File: config.mk
export PLATFORM = sky130hd
export DESIGN_NAME = quadrature_decoder
export DESIGN_NICKNAME = d
export VERILOG_FILES = /design/src/inc/quad_pkg.sv /design/src/inc/route_if.sv /design/src/rtl/pin_router.sv /design/src/rtl/quadrature_decoder.sv
export VERILOG_INCLUDE_DIRS = /design/src /design/src/inc
export SDC_FILE = /design/constraint.sdc
export NUM_CORES = 1
export LEC_CHECK = 0
export ABC_AREA = 1
export BUFFER_PORTS_ARGS = -buffer_cell sky130_fd_sc_hd__buf_4
export CAP_MARGIN = 20
export CORE_MARGIN = 3
export CORE_UTILIZATION = 50
export CTS_BUF_LIST = sky130_fd_sc_hd__clkbuf_4 sky130_fd_sc_hd__clkbuf_8
export DETAILED_ROUTE_END_ITERATION = 7
export PLACE_DENSITY_LB_ADDON = 0.05
export SLEW_MARGIN = 30
export SYNTH_ARGS = -nofsm -noshare
export SYNTH_HDL_FRONTEND = slang
export SYNTH_SLANG_ARGS = --single-unit
export TNS_END_PERCENT = 20
File: constraint.sdc
create_clock -name pclk -period 17 [get_ports pclk]
set_clock_uncertainty 0.05 [all_clocks]
set_input_delay 0.85 -clock pclk [delete_from_list [all_inputs] [get_ports pclk]]
set_output_delay 0.85 -clock pclk [all_outputs]
set_load 0.05 [all_outputs]
File: src/inc/quad_consts.svh
/*
  Register offsets, field layout, reset values and timing counts of the
  quadrature decoder. Assumes a 12-bit APB byte address.
*/
`ifndef QUAD_CONSTS_SVH
`define QUAD_CONSTS_SVH
`define OFS_START        12'h000
`define OFS_STOP         12'h004
`define OFS_SNAP_BOTH    12'h008
`define OFS_SNAP_MOTION  12'h00C
`define OFS_SNAP_DOUBLE  12'h010
`define OFS_EV_SAMPLE    12'h100
`define OFS_EV_REPORT    12'h104
`define OFS_EV_OVF       12'h108
`define OFS_EV_DOUBLE    12'h10C
`define OFS_EV_HALT      12'h110
`define OFS_LINKS        12'h200
`define OFS_IRQ_SET      12'h304
`define OFS_IRQ_CLR      12'h308
`define OFS_ENABLE       12'h500
`define OFS_POLARITY     12'h504
`define OFS_INTERVAL     12'h508
`define OFS_SAMPLE       12'h50C
`define OFS_REPORT_CNT   12'h510
`define OFS_ACC          12'h514
`define OFS_ACC_SNAP     12'h518
`define OFS_SEL_LED      12'h51C
`define OFS_SEL_A        12'h520
`define OFS_SEL_B        12'h524
`define OFS_DEBOUNCE     12'h528
`define OFS_LEAD         12'h540
`define OFS_DBL          12'h544
`define OFS_DBL_SNAP     12'h548
// Pin select: pin number in [4:0], bit 31 set means disconnected
`define SEL_OFF_BIT      31
`define SEL_RESET        32'hFFFFFFFF
// Shortcut bit positions
`define LNK_REP_BOTH     0
`define LNK_SMP_STOP     1
`define LNK_REP_MOTION   2
`define LNK_REP_STOP     3
`define LNK_DBL_DOUBLE   4
`define LNK_DBL_STOP     5
`define LNK_SMP_START    6
// Accumulator limits
`define ACC_MAX          32'sd1023
`define ACC_MIN          -32'sd1024
`define DBL_MAX          32'd15
// Timing
`define CLK_MHZ          250
`define SAMPLE_BASE_US   128
`define MAX_INTERVAL     4'hA
`define DBF_TICK_NS      1000
`define CLK_PERIOD_NS    4
`define DBF_TICK_CYC     (`DBF_TICK_NS / `CLK_PERIOD_NS)
`endif

File: src/inc/quad_pkg.sv
/*
  Types shared by the quadrature decoder modules.
  Assumes nothing beyond a SystemVerilog compiler.
*/
package quad_pkg;
  typedef enum logic {ST_IDLE, ST_RUN} run_e;
  typedef logic [5:0] sel_t; // {disconnected, pin[4:0]}
endpackage

File: src/inc/route_if.sv
/*
  Carrier between the decoder core and its pin router.
  Assumes quad_pkg is compiled first.
*/
`timescale 1ns/1ps
interface route_if;
  import quad_pkg::*;
  logic enable;
  sel_t sel_a;
  sel_t sel_b;
  sel_t sel_led;
  logic led_level;
  logic phase_a;
  logic phase_b;
  modport core (output enable, sel_a, sel_b, sel_led, led_level,
                input phase_a, phase_b);
  modport router (input enable, sel_a, sel_b, sel_led, led_level,
                  output phase_a, phase_b);
endinterface

File: src/rtl/pin_router.sv
/*
  Pin router: synchronises all pads, lends the selected pins to the
  decoder while it is enabled, and otherwise passes the port's own
  output value and direction through. Assumes 32 pads.
*/
`timescale 1ns/1ps
module pin_router
  import quad_pkg::*;
(
  // Clock and reset
  input  wire logic        pclk,
  input  wire logic        presetn,
  // Decoder side
  route_if.router          rt,
  // Pads and port settings
  input  wire logic [31:0] pad_in,
  input  wire logic [31:0] gpio_out_val,
  input  wire logic [31:0] gpio_out_en,
  output logic      [31:0] pad_out,
  output logic      [31:0] pad_oe,
  output logic      [31:0] gpio_read
);

  logic [31:0] sync1;
  logic [31:0] sync2;
  logic [31:0] sync3;
  logic [31:0] stable;

  // One-hot pin mask, empty when disabled or disconnected
  function automatic logic [31:0] pin_mask(input sel_t s, input logic en);
    pin_mask = (en && !s[5]) ? (32'h00000001 << s[4:0]) : 32'h00000000;
  endfunction

  wire [31:0] a_m    = pin_mask(rt.sel_a, rt.enable);
  wire [31:0] b_m    = pin_mask(rt.sel_b, rt.enable);
  wire [31:0] led_m  = pin_mask(rt.sel_led, rt.enable);
  wire [31:0] own_m  = a_m | b_m | led_m;
  wire [31:0] agree  = ~(sync2 ^ sync3);

  // Three-stage synchroniser; a level counts once stages two and three agree
  always_ff @(posedge pclk or negedge presetn) begin
    if (!presetn) begin
      sync1  <= 32'h00000000;
      sync2  <= 32'h00000000;
      sync3  <= 32'h00000000;
      stable <= 32'h00000000;
    end else begin
      sync1  <= pad_in;
      sync2  <= sync1;
      sync3  <= sync2;
      stable <= (sync3 & agree) | (stable & ~agree);
    end
  end

  // The indicator pin ignores the port's value; phase pins are forced to input
  always_ff @(posedge pclk or negedge presetn) begin
    if (!presetn) begin
      pad_out   <= 32'h00000000;
      pad_oe    <= 32'h00000000;
      gpio_read <= 32'h00000000;
    end else begin
      pad_out   <= (gpio_out_val & ~led_m) | (led_m & {32{rt.led_level}});
      pad_oe    <= (gpio_out_en & ~own_m) | led_m;
      gpio_read <= stable;
    end
  end

  assign rt.phase_a = |(stable & a_m);
  assign rt.phase_b = |(stable & b_m);

endmodule

File: src/rtl/quadrature_decoder.sv
/*
  Quadrature decoder core with APB register file: sampling, decoding,
  accumulators, events, shortcuts, debounce and indicator timing.
  Assumes a 250 MHz pclk, an APB master and 32 pads behind pin_router.
*/
`timescale 1ns/1ps
`include "quad_consts.svh"

// Functional notes
// Three encoder signals: phase A, B, indicator
// Own selected pins only while enabled
// Owned pins ignore writes, reads stay live
// Each signal routed by its select register
// Disconnected select attaches no pin
// Selects act only while enabled
// Disabled pins behave as ordinary port pins
// Software sets decoder pins as inputs first
// Software never double-assigns a driving pin
// Start task begins periodic sampling
// Stop task halts, then halted flag
// Sample-ready flag on each new sample
// Motion snapshot loads on its tasks only
// Double snapshot loads on its tasks only
// Report count sets samples per report
// Overflow flag when accumulator would overflow
// Report-ready if motion, double-ready if doubles
// Shortcuts link events to tasks
// Lead time register, debounce enable register
// Decode pair change to 0, +1, -1, 2
// Overflowing samples discarded, later ones kept
// Indicator on lead time before each sample
// Debounce: accept only unanimous 1 MHz samples
// Tasks pulse on write 1; flags cleared by 0
module quadrature_decoder
  import quad_pkg::*;
#(
  parameter int SAMPLE_BASE_CYC = `SAMPLE_BASE_US * `CLK_MHZ
)(
  // Clock and reset
  input  wire logic        pclk,
  input  wire logic        presetn,
  // APB slave
  input  wire logic        psel,
  input  wire logic        penable,
  input  wire logic        pwrite,
  input  wire logic [11:0] paddr,
  input  wire logic [31:0] pwdata,
  output logic      [31:0] prdata,
  output logic             pready,
  output logic             pslverr,
  // Pads and port settings
  input  wire logic [31:0] pad_in,
  input  wire logic [31:0] gpio_out_val,
  input  wire logic [31:0] gpio_out_en,
  output logic      [31:0] pad_out,
  output logic      [31:0] pad_oe,
  output logic      [31:0] gpio_read
);

  route_if rt ();

  run_e        state;
  run_e        next_state;
  logic        en;
  logic        pol;
  logic [3:0]  interval;
  logic [3:0]  rep_cnt_cfg;
  logic        dbf;
  logic [8:0]  lead;
  logic [6:0]  links;
  logic [4:0]  irq_mask;
  sel_t        sel_a;
  sel_t        sel_b;
  sel_t        sel_led;
  logic [31:0] sample;
  logic [31:0] acc;
  logic [31:0] acc_snap;
  logic [31:0] dbl;
  logic [31:0] dbl_snap;
  logic [4:0]  flags; // sample, report, ovf, double, halt
  logic [4:0]  rep_seen;
  logic [31:0] rem;
  logic [7:0]  tick_cnt;
  logic [1:0]  prev_pair;
  logic [1:0]  last_pair;
  logic [1:0]  filt_pair;
  logic [1:0]  agree;
  logic        led_level;
  logic [6:0]  link_q; // registered shortcut tasks
  logic [31:0] rd_word;
  logic        rd_ok;

  // Sample period in cycles, doubling per interval step up to step 10
  function automatic logic [31:0] period_cyc(input logic [3:0] v);
    logic [3:0] s;
    s = (v > `MAX_INTERVAL) ? `MAX_INTERVAL : v;
    period_cyc = 32'(SAMPLE_BASE_CYC) << s;
  endfunction

  // Gray position of a phase pair, A in bit 1
  function automatic logic [1:0] gray_pos(input logic [1:0] p);
    gray_pos = {p[1], p[1] ^ p[0]};
  endfunction

  // Packs a select word into its disconnect bit 31 and pin number [4:0]
  function automatic sel_t to_sel(input logic [31:0] w);
    to_sel = {w[`SEL_OFF_BIT], w[4:0]};
  endfunction

  // APB strobes; the slave never inserts wait states
  wire setup   = psel & ~penable;
  wire wr      = psel & penable & pwrite;
  wire w1      = pwdata[0];
  wire wr_start  = wr && paddr == `OFS_START && w1;
  wire wr_stop   = wr && paddr == `OFS_STOP && w1;
  wire wr_both   = wr && paddr == `OFS_SNAP_BOTH && w1;
  wire wr_motion = wr && paddr == `OFS_SNAP_MOTION && w1;
  wire wr_double = wr && paddr == `OFS_SNAP_DOUBLE && w1;

  // Task triggers from software or shortcuts; start and stop ignored while disabled
  wire running   = (state == ST_RUN);
  wire start_go  = en & (wr_start | link_q[`LNK_SMP_START]);
  wire stop_go   = en & running & (wr_stop | link_q[`LNK_SMP_STOP]
                  | link_q[`LNK_REP_STOP] | link_q[`LNK_DBL_STOP]);
  wire snap_both = wr_both | link_q[`LNK_REP_BOTH];
  wire snap_mot  = snap_both | wr_motion | link_q[`LNK_REP_MOTION];
  wire snap_dbl  = snap_both | wr_double | link_q[`LNK_DBL_DOUBLE];

  // Sampling instant and the pair that is captured there
  wire        samp_tick = running & (rem == 32'h00000000);
  wire [1:0]  live_pair = {rt.phase_a, rt.phase_b};
  wire [1:0]  src_pair  = dbf ? filt_pair : live_pair;
  wire [1:0]  step      = gray_pos(src_pair) - gray_pos(prev_pair);
  wire        is_up     = samp_tick && step == 2'h1;
  wire        is_down   = samp_tick && step == 2'h3;
  wire        is_dbl    = samp_tick && step == 2'h2;

  // Accumulator arithmetic; a clear and a new sample in one cycle combine
  wire [31:0] acc_base  = snap_mot ? 32'h00000000 : acc;
  wire [31:0] dbl_base  = snap_dbl ? 32'h00000000 : dbl;
  wire        acc_ovf   = (is_up && $signed(acc_base) == `ACC_MAX)
                       || (is_down && $signed(acc_base) == `ACC_MIN);
  wire        dbl_ovf   = is_dbl && dbl_base == `DBL_MAX;
  wire [31:0] next_acc  = acc_ovf ? acc_base
                        : is_up ? acc_base + 32'h00000001
                        : is_down ? acc_base - 32'h00000001
                        : acc_base;
  wire [31:0] next_dbl  = (is_dbl && !dbl_ovf) ? dbl_base + 32'h00000001
                        : dbl_base;

  // Report boundary after the configured number of samples
  wire        rep_end   = samp_tick
                        && {1'b0, rep_seen} >= {2'b00, rep_cnt_cfg};
  wire        ev_report = rep_end && next_acc != 32'h00000000;
  wire        ev_double = rep_end && next_dbl != 32'h00000000;
  wire        ev_ovf    = acc_ovf | dbl_ovf;
  wire [4:0]  ev_set    = {stop_go, ev_double, ev_ovf, ev_report,
                           samp_tick};
  wire [31:0] lead_cyc  = 32'(lead) * 32'(`CLK_MHZ);
  wire        led_on    = running & (dbf | rem <= lead_cyc);

  // Event flag clear strobes: a write of 0 to a flag address
  wire [4:0]  ev_clr = {4'h0, 1'b0} | {
    wr && paddr == `OFS_EV_HALT && !w1,
    wr && paddr == `OFS_EV_DOUBLE && !w1,
    wr && paddr == `OFS_EV_OVF && !w1,
    wr && paddr == `OFS_EV_REPORT && !w1,
    wr && paddr == `OFS_EV_SAMPLE && !w1};

  // Run state; disabling the decoder drops it straight to idle
  always_comb begin
    next_state = state;
    unique case (state)
      ST_IDLE: if (start_go) next_state = ST_RUN;
      ST_RUN:  if (stop_go || !en) next_state = ST_IDLE;
    endcase
  end

  always_ff @(posedge pclk or negedge presetn) begin
    if (!presetn) state <= ST_IDLE;
    else          state <= next_state;
  end

  // Configuration registers written by software
  always_ff @(posedge pclk or negedge presetn) begin
    if (!presetn) begin
      en          <= 1'b0;
      pol         <= 1'b0;
      interval    <= 4'h0;
      rep_cnt_cfg <= 4'h0;
      dbf         <= 1'b0;
      lead        <= 9'h000;
      links       <= 7'h00;
      irq_mask    <= 5'h00;
      sel_a       <= to_sel(`SEL_RESET);
      sel_b       <= to_sel(`SEL_RESET);
      sel_led     <= to_sel(`SEL_RESET);
    end else if (wr) begin
      unique case (paddr)
        `OFS_ENABLE:     en          <= w1;
        `OFS_POLARITY:   pol         <= w1;
        `OFS_INTERVAL:   interval    <= pwdata[3:0];
        `OFS_REPORT_CNT: rep_cnt_cfg <= pwdata[3:0];
        `OFS_DEBOUNCE:   dbf         <= w1;
        `OFS_LEAD:       lead        <= pwdata[8:0];
        `OFS_LINKS:      links       <= pwdata[6:0];
        `OFS_IRQ_SET:    irq_mask    <= irq_mask | pwdata[4:0];
        `OFS_IRQ_CLR:    irq_mask    <= irq_mask & ~pwdata[4:0];
        `OFS_SEL_A:      sel_a       <= to_sel(pwdata);
        `OFS_SEL_B:      sel_b       <= to_sel(pwdata);
        `OFS_SEL_LED:    sel_led     <= to_sel(pwdata);
        default: ;
      endcase
    end
  end

  // Event flags: hardware set wins over a clearing write
  always_ff @(posedge pclk or negedge presetn) begin
    if (!presetn) flags <= 5'h00;
    else          flags <= ev_set | (flags & ~ev_clr);
  end

  // Shortcuts turn this cycle's events into next cycle's tasks
  always_ff @(posedge pclk or negedge presetn) begin
    if (!presetn) begin
      link_q <= 7'h00;
    end else begin
      link_q[`LNK_REP_BOTH]   <= links[`LNK_REP_BOTH] & ev_report;
      link_q[`LNK_SMP_STOP]   <= links[`LNK_SMP_STOP] & samp_tick;
      link_q[`LNK_REP_MOTION] <= links[`LNK_REP_MOTION] & ev_report;
      link_q[`LNK_REP_STOP]   <= links[`LNK_REP_STOP] & ev_report;
      link_q[`LNK_DBL_DOUBLE] <= links[`LNK_DBL_DOUBLE] & ev_double;
      link_q[`LNK_DBL_STOP]   <= links[`LNK_DBL_STOP] & ev_double;
      link_q[`LNK_SMP_START]  <= links[`LNK_SMP_START] & samp_tick;
    end
  end

  // Period countdown; sampling happens when it reaches zero
  always_ff @(posedge pclk or negedge presetn) begin
    if (!presetn) begin
      rem <= 32'h00000000;
    end else if (start_go && !running) begin
      rem <= period_cyc(interval) - 32'h00000001;
    end else if (running) begin
      rem <= samp_tick ? period_cyc(interval) - 32'h00000001
                       : rem - 32'h00000001;
    end
  end

  // Capture, decode and accumulate at each sampling instant
  always_ff @(posedge pclk or negedge presetn) begin
    if (!presetn) begin
      prev_pair <= 2'h0;
      sample    <= 32'h00000000;
      acc       <= 32'h00000000;
      dbl       <= 32'h00000000;
      acc_snap  <= 32'h00000000;
      dbl_snap  <= 32'h00000000;
      rep_seen  <= 5'h00;
    end else begin
      if (start_go && !running) prev_pair <= src_pair;
      else if (samp_tick)       prev_pair <= src_pair;
      if (samp_tick) begin
        sample <= is_up ? 32'h00000001 : is_down ? 32'hFFFFFFFF
                : is_dbl ? 32'h00000002 : 32'h00000000;
      end
      acc <= next_acc;
      dbl <= next_dbl;
      if (snap_mot) acc_snap <= acc;
      if (snap_dbl) dbl_snap <= dbl;
      if (start_go && !running) rep_seen <= 5'h00;
      else if (rep_end)         rep_seen <= 5'h00;
      else if (samp_tick)       rep_seen <= rep_seen + 5'h01;
    end
  end

  // Debounce: 1 MHz samples must all agree over a whole period
  always_ff @(posedge pclk or negedge presetn) begin
    if (!presetn) begin
      tick_cnt  <= 8'h00;
      last_pair <= 2'h0;
      filt_pair <= 2'h0;
      agree     <= 2'h3;
    end else if (running && dbf) begin
      tick_cnt <= (tick_cnt == 8'(`DBF_TICK_CYC - 1)) ? 8'h00
                : tick_cnt + 8'h01;
      if (tick_cnt == 8'h00) last_pair <= live_pair;
      if (samp_tick) begin
        filt_pair <= (agree & last_pair) | (~agree & filt_pair);
        agree     <= 2'h3;
      end else if (tick_cnt == 8'h00) begin
        agree <= agree & ~(live_pair ^ last_pair);
      end
    end else begin
      tick_cnt  <= 8'h00;
      last_pair <= live_pair;
      filt_pair <= live_pair;
      agree     <= 2'h3;
    end
  end

  // Indicator level; it stays on throughout while debouncing
  always_ff @(posedge pclk or negedge presetn) begin
    if (!presetn) led_level <= 1'b0;
    else          led_level <= pol ? led_on : ~led_on;
  end

  // Read decode; write-only task addresses read as zero
  always_comb begin
    rd_word = 32'h00000000;
    rd_ok   = 1'b1;
    unique case (paddr)
      `OFS_START, `OFS_STOP, `OFS_SNAP_BOTH,
      `OFS_SNAP_MOTION, `OFS_SNAP_DOUBLE: rd_word = 32'h00000000;
      `OFS_EV_SAMPLE:  rd_word = {31'h0, flags[0]};
      `OFS_EV_REPORT:  rd_word = {31'h0, flags[1]};
      `OFS_EV_OVF:     rd_word = {31'h0, flags[2]};
      `OFS_EV_DOUBLE:  rd_word = {31'h0, flags[3]};
      `OFS_EV_HALT:    rd_word = {31'h0, flags[4]};
      `OFS_LINKS:      rd_word = {25'h0, links};
      `OFS_IRQ_SET, `OFS_IRQ_CLR: rd_word = {27'h0, irq_mask};
      `OFS_ENABLE:     rd_word = {31'h0, en};
      `OFS_POLARITY:   rd_word = {31'h0, pol};
      `OFS_INTERVAL:   rd_word = {28'h0, interval};
      `OFS_SAMPLE:     rd_word = sample;
      `OFS_REPORT_CNT: rd_word = {28'h0, rep_cnt_cfg};
      `OFS_ACC:        rd_word = acc;
      `OFS_ACC_SNAP:   rd_word = acc_snap;
      `OFS_SEL_LED:    rd_word = {sel_led[5], 26'h0, sel_led[4:0]};
      `OFS_SEL_A:      rd_word = {sel_a[5], 26'h0, sel_a[4:0]};
      `OFS_SEL_B:      rd_word = {sel_b[5], 26'h0, sel_b[4:0]};
      `OFS_DEBOUNCE:   rd_word = {31'h0, dbf};
      `OFS_LEAD:       rd_word = {23'h0, lead};
      `OFS_DBL:        rd_word = dbl;
      `OFS_DBL_SNAP:   rd_word = dbl_snap;
      default:         rd_ok   = 1'b0;
    endcase
  end

  // Read data and error are captured in the setup cycle
  always_ff @(posedge pclk or negedge presetn) begin
    if (!presetn) begin
      prdata  <= 32'h00000000;
      pslverr <= 1'b0;
    end else if (setup) begin
      prdata  <= pwrite ? 32'h00000000 : rd_word;
      pslverr <= ~rd_ok;
    end
  end

  assign pready = 1'b1;

  // Hand the pin selections to the router
  assign rt.enable    = en;
  assign rt.sel_a     = sel_a;
  assign rt.sel_b     = sel_b;
  assign rt.sel_led   = sel_led;
  assign rt.led_level = led_level;

  pin_router u_router (
    .pclk         (pclk),
    .presetn      (presetn),
    .rt           (rt.router),
    .pad_in       (pad_in),
    .gpio_out_val (gpio_out_val),
    .gpio_out_en  (gpio_out_en),
    .pad_out      (pad_out),
    .pad_oe       (pad_oe),
    .gpio_read    (gpio_read)
  );

endmodule

# Yosys cells after proc, flatten, opt, wreduce, memory -nomap -nowiden

Index checks and enable logic that the tools add are counted.

Output and inout bits: 130
Bits of input ports: 145
Flip-flop bits (word level): 534
Word-level logic and storage cells: 257

Shifts and indexed selects: 4
Bitwise operators: 62
Reductions and logical operators: 68
Multiply operators: 1
Add/sub/neg operators: 8
Multiplexer cells: 39
$lt $le $gt $ge: 3
Eq/ne operators: 36

Operators by type and width:

| kind                    | number |
|---|---|
| $pmux W32 S21           | 1 |
| $mux W32                | 15 |
| $and A32 B32 Y32        | 7 |
| $eq A12 B11 Y1 const B  | 14 |
| $or A32 B32 Y32         | 5 |
| $not A32 Y32            | 4 |
| $shl A1 B5 Y32 const A  | 3 |
| $sub A32 B1 Y32 const B | 3 |
| $add A32 B1 Y32 const B | 2 |
| $eq A32 B11 Y1 const B  | 2 |
| $reduce_bool A32 Y1     | 2 |
| $reduce_or A32 Y1       | 2 |
| $eq A12 B9 Y1 const B   | 5 |
| $eq A12 B10 Y1 const B  | 3 |
| $logic_and A1 B1 Y1     | 35 |
| $eq A32 B4 Y1 const B   | 1 |
| $le A32 B17 Y1          | 1 |
| $logic_not A32 Y1       | 1 |
| $shl A15 B4 Y32 const A | 1 |
| $xor A32 B32 Y32        | 1 |
| $reduce_or A27 Y1       | 1 |
| $eq A12 B4 Y1 const B   | 2 |
| $mux W2                 | 11 |
| $reduce_and A2 Y1       | 11 |
| other kinds (38)        | 88 |

# Longest topological paths before layout

Depth after elaboration: 17
Depth in mapped cells: 33
Gate-level depth less buffers: 32

# Hierarchy

A second synthesis with hierarchy kept.

Cell total of the unflattened synthesis: 3619
Area total of the unflattened synthesis: 28099.4 µm²

By module, submodules not included:

| module             | sequential area each (µm²) | area an instance (µm²) | instances | cells each |
|---|---|---|---|---|
| quadrature_decoder | 7056.8                     | 20046.7                | 1         | 2888 |
| pin_router         | 5605.4                     | 8052.7                 | 1         | 731 |

# Worst setup path before layout

No wires, ideal clock.

Path kind: register to register
From: register lead[0]
To: register led_level
Stages on the path, launching flop included: 25
Setup time: 0.079 ns
Setup slack: 11.594 ns
Path buffers: 0
Arrival time: 5.277 ns
Required time: 16.871 ns
Clock period less this slack: 5.406 ns
Path through: dfrtp_1 > fa_1 > inv_1 > fa_1 > fa_1 > inv_1 > fa_1 > ha_1 > inv_1 > o31ai_1 > nand2_1 > nand2_1 > a21oi_1 > o31ai_1 > a21oi_1 > o21bai_1 > xor2_1 > ha_1 > nand4_1 > nor3_1 > a21oi_1 > o211ai_1 > o21ai_0 > a21oi_1 > xor2_1

Cells in the longest elaborated chain, start to end: 6

Ends and longest elaborated chain:

| element                  | RTL line                  | RTL |
|---|---|---|
| start: declaration       | quadrature_decoder.sv:69  | `logic [8:0] lead;` |
| start signal: assignment | quadrature_decoder.sv:205 | `` `OFS_LEAD: lead <= pwdata[8:0]; `` |
| $mul A9 B7 Y16 *         | quadrature_decoder.sv:159 | `` wire [31:0] lead_cyc = 32'(lead) * 32'(`CLK_MHZ); `` |
| $le A32 B17 Y1 *         | quadrature_decoder.sv:160 | `wire led_on = running & (dbf \| rem <= lead_cyc);` |
| $or A1 B1 Y1 *           | quadrature_decoder.sv:160 |  |
| $and A1 B1 Y1 *          | quadrature_decoder.sv:160 |  |
| $not A1 Y1               | quadrature_decoder.sv:305 | `else led_level <= pol ? led_on : ~led_on;` |
| $mux W1 *                | quadrature_decoder.sv:305 |  |
| end signal: assignment   | quadrature_decoder.sv:305 |  |
| end: declaration         | quadrature_decoder.sv:88  | `logic led_level;` |

Every way passes the cells marked *; elsewhere a longest branch is shown, timed or not.
A chain may end at the register's enable or synchronous reset.

# Final worst setup path

From: register en
To: register link_q[3]

Cells in the longest elaborated chain, start to end: 15
Elaborated cells on any way between the ends: 24
Those cells by class: 1 x add/sub; 2 x eq/ne; 6 x mux; 4 x bitwise; 11 x reduce/logical

Ends and longest elaborated chain:

| element                                                | RTL line                                             | RTL |
|---|---|---|
| start: declaration                                     | quadrature_decoder.sv:64                             | `logic en;` |
| start signal: assignment                               | quadrature_decoder.sv:200                            | `` `OFS_ENABLE: en <= w1; `` |
| $logic_and A1 B1 Y1                                    | pin_router.sv:31                                     | `pin_mask = (en && !s[5]) ? (32'h00000001 << s[4:0]) : 32'h00000000;` |
| $mux W32                                               | pin_router.sv:31                                     |  |
| $and A32 B32 Y32 (on tied branches)                    | pin_router.sv:68, pin_router.sv:69                   |  |
| $reduce_or A32 Y1 (on tied branches)                   | pin_router.sv:68, pin_router.sv:69                   |  |
| $mux W2 *                                              | quadrature_decoder.sv:132                            | `wire [1:0] src_pair = dbf ? filt_pair : live_pair;` |
| $xor A1 B1 Y1                                          | quadrature_decoder.sv:102                            | `gray_pos = {p[1], p[1] ^ p[0]};` |
| $sub A2 B2 Y2 *                                        | quadrature_decoder.sv:133                            | `wire [1:0] step = gray_pos(src_pair) - gray_pos(prev_pair);` |
| $eq A2 B2 Y1 / $eq A2 B1 Y1 (equally long branches)    | quadrature_decoder.sv:135, quadrature_decoder.sv:134 |  |
| $logic_and A1 B1 Y1 (on tied branches)                 | quadrature_decoder.sv:135, quadrature_decoder.sv:134 |  |
| $mux W32 / $logic_and A1 B1 Y1 (equally long branches) | -                                                    |  |
| $mux W32 / $logic_or A1 B1 Y1 (equally long branches)  | quadrature_decoder.sv:145, quadrature_decoder.sv:141 |  |
| $mux W32 *                                             | quadrature_decoder.sv:144                            | `wire [31:0] next_acc = acc_ovf ? acc_base` |
| $reduce_bool A32 Y1 *                                  | quadrature_decoder.sv:154                            | `wire ev_report = rep_end && next_acc != 32'h00000000;` |
| $logic_and A1 B1 Y1 *                                  | quadrature_decoder.sv:154                            |  |
| $and A1 B1 Y1 *                                        | quadrature_decoder.sv:231                            | `` link_q[`LNK_REP_STOP] <= links[`LNK_REP_STOP] & ev_report; `` |
| end signal: indexed assignment                         | quadrature_decoder.sv:231                            |  |
| end signal: indexed assignment                         | quadrature_decoder.sv:232                            | `` link_q[`LNK_DBL_DOUBLE] <= links[`LNK_DBL_DOUBLE] & ev_double; `` |
| end signal: indexed assignment                         | quadrature_decoder.sv:233                            | `` link_q[`LNK_DBL_STOP] <= links[`LNK_DBL_STOP] & ev_double; `` |
| end: declaration                                       | quadrature_decoder.sv:89                             | `logic [6:0] link_q;` |

Marked as above.

==> flow_metrics.py <==
metrics = {
    "logic_synthesis": {
        "ys.flop_type": "dfrtp_1",
        "ys_seq_elements": 505,
        "synthDistinctLibCells": 70,
        "synthCells": 3579,
        "yosysSeqAreaShare_pct": 45.17,
        "synth-async-reset-ratio_pct": 100.0,
        "synth.avg_cell_area_um2": 7.832,
        "synth_edf_count": 0,
        "synth_warnings": 0,
        "netlist_area_um2": 28030,
        "syn_nets": 3819,
    },
    "global_routing": {
        "grt_max_degree": 128,
        "grt_pass1_vias": 24660,
        "grt_first_pass_wirelength_um": 145300,
        "overflow": 0,
        "grt_usage_pct": 31.77,
        "antenna_found_initial": 1,
    },
    "finish": {
        "area_growth_pct": 15.93,
        "multiInputGateArea_um2": 13160,
        "final_util_pct": 58.76,
        "drive_above_1_share_pct": 14.89,
        "diodes": 0,
        "ff_latch_area_um2": 12660,
        "final_common_cell": "nand2_1",
        "num-nets-final": 4072,
        "fillers": 5162,
        "most-common-layout-cells": "nand2_1, dfrtp_1, nor2_1",
    },
    "clocking": {
        "cts_resized": 0,
        "holdBufCountCts": 0,
        "cts_tree": "done",
        "cts_max_path_buffers": 3,
        "path_clk_slew_ps": 60,
        "clk_latency_ps": 690,
        "cts_num_sinks": 505,
        "cts_setup_buffers": 0,
        "htreeDepth": 3,
        "cts_made_buffers": 87,
        "clock-root-buffer": "clkbuf_8",
    },
    "worst_setup_path": {
        "ff2ff_path_depth": 27,
        "r2r_start": "en",
        "cp_max_fo": 27,
        "rr_endpoint": "link_q[3]",
        "start_kind": "register",
        "crit_end": "link_q[3]",
        "reg2reg_slack_ps": 10340,
        "worstSetupStartpoint": "en",
        "end_kind": "register",
        "path_class": "reg2reg",
        "cp.required_ps": 17500,
        "cp_data_arrival_time_ps": 7170,
    },
    "routing": {
        "first_pass_iters": 7,
        "dr_total_vias": 25730,
        "wl_um": 94530,
        "drcViolationCount": 0,
        "wl_met1_um": 40860,
        "drtAntennaViolNets": 0,
        "avgRoutedWirePerCell_um": 20.33,
        "wl_met3_um": 6913,
        "met2WireLength_um": 43770,
        "avgViaCountPerCell": 5.533,
        "routed.top_layer": "met5",
        "drt_iter0_drc": 2472,
    },
    "place": {
        "place_hpwl_um": 71990,
        "place_congestion": 0.9821,
        "port_buffers": 251,
    },
    "power": {
        "combPwrFrac_pct": 6.3,
        "p_leak_nw": 15.83,
        "peakVddDrop_mv": 0.08784,
        "p_sw_mw": 0.6699,
        "p_seq_share_pct": 47.6,
        "swShare_pct": 25.22,
        "p_clk_share_pct": 46.1,
        "internal_power_mw": 1.986,
        "p_per_area_nw_per_um2": 81.73,
    },
    "timing": {
        "fmax_mhz": 150.1,
        "setup_tns_ps": 0,
        "period_share_pct": 39.20,
        "worstMarginPinSlew_ps": 1000,
        "rsz0062_at_grt": "false",
        "setup_viol": 0,
        "fin_crit_ps": 6664,
        "hold_viol": 0,
        "slew_headroom_pct": 33.06,
        "final-max-slew-violation-count": 0,
    },
    "outcome": {
        "status": "finished, final reports clean",
    },
    "floorplanning": {
        "coreArea_um2": 55310,
        "die_x_um": 242.8,
        "dieArea_um2": 58940,
        "start_util_pct": 50.68,
        "io_pins": 275,
        "die_height_um": 242.8,
        "num_rows": 86,
    },
    "flow_run": {
        "maxCapViolCount": 0,
    },
    "hold_path": {
        "hold_path_class": "in2async",
    },
}
-- critical path, cell delays in order (launching register included) --
cell	delay [ps]
dfrtp_1	490
inv_2	120
nor2_1	100
inv_1	60
nor2_1	400
inv_1	370
nor2_1	310
a22o_1	240
a221oi_1	80
and3_1	210
nand3_1	260
mux2i_1	190
xor2_1	180
ha_1	220
xnor2_1	230
nand3_1	120
nand2_2	370
nand3_4	480
inv_2	550
o21ai_0	150
a21oi_1	380
nand2_1	100
nor2_1	130
nand2_1	80
nor2_1	220
nand2_1	200
nand2_2	140
nor2_1	50
-- stage by stage --
stage	worst slack, ps	power [mW]	cell area (um2)	instances	hold slack (ps)
floorplan	11590	1.354	28030	3579	281.2
global placement	10470	1.451	30500	4490	283.9
detailed placement	10430	1.454	30500	4490	284.7
CTS	10370	2.679	32450	4650	145.7
global route	9690	2.745	32500	4651	0.6978
finish	10340	2.656	32500	4651	16.21
-- final cells by class --
class	count	share of cell area, %
tap	748	2.880
clock buffer	133	5.171
timing repair buffer	271	6.368
multi-input combinational	2509	40.49
sequential	505	38.96
clock inverter	27	0.8354
inverter	458	5.290
-- power groups by stage --
stage | clock network, mW | logic [mW] | registers, mW
floorplan | 0 | 0.0234 | 1.33
global placement | 0 | 0.166 | 1.29
detailed placement | 0 | 0.168 | 1.29
CTS | 1.25 | 0.168 | 1.27
global route | 1.30 | 0.178 | 1.27
finish | 1.22 | 0.167 | 1.27
-- synthesized netlist by cell type, types with 15 or more instances --
cell type / n / share of area [%]
a2111oi_0: 22 / 0.69
a21oi_1: 67 / 1.2
and2_1: 15 / 0.33
buf_2: 18 / 0.32
clkbuf_1: 67 / 0.90
dfrtp_1: 485 / 43
dfstp_2: 20 / 1.9
fa_1: 26 / 1.9
ha_1: 69 / 3.1
inv_1: 425 / 5.7
inv_2: 26 / 0.35
maj3_1: 32 / 1.1
nand2_1: 889 / 12
nand2_2: 25 / 0.56
nand3_1: 180 / 3.2
nand4_1: 49 / 1.1
nor2_1: 447 / 6.0
nor2_2: 25 / 0.56
nor3_1: 44 / 0.79
nor4_1: 15 / 0.33
o21ai_0: 347 / 6.2
o22ai_1: 31 / 0.69
xor2_1: 60 / 1.9
-- per-layer routing --
layer	vias up	track usage [%]
met1	12420	44.35
met5	-	0
li1	12090	-
met4	2	10.12
met3	169	5.457
met2	1048	50.76
-- cell families (layout without fill, tap and decap cells) --
| logic type | count (synthesis) | after routing | share of synthesized area (%) |
|---|---|---|---|
| AO/OA/AOI/OAI | 568 | 568 | 11.79 |
| flip-flops | 505 | 505 | 45.17 |
| other | 1 | 1 | 0.01338 |
| adder cells (fa/ha/maj) | 127 | 127 | 6.079 |
| multiplexers | 4 | 4 | 0.1562 |
| XOR/XNOR | 68 | 68 | 2.125 |
| AND/OR/NAND/NOR | 1741 | 1741 | 26.69 |
| buffers and inverters | 565 | 889 | 7.972 |
-- worst min-delay path by stage --
stage	endpoint	slack, ps	from
global placement	u_router.sync2[1]	280	u_router.sync1[1]
CTS	u_router.sync1[9]	150	pad_in[9]
detailed placement	u_router.sync2[18]	280	u_router.sync1[18]
finish	u_router.pad_out[22]	20	presetn
global route	u_router.sync1[18]	0.7	presetn
floorplan	u_router.sync2[0]	280	u_router.sync1[0]
No activity file was read; power rests on OpenSTA's default activity.
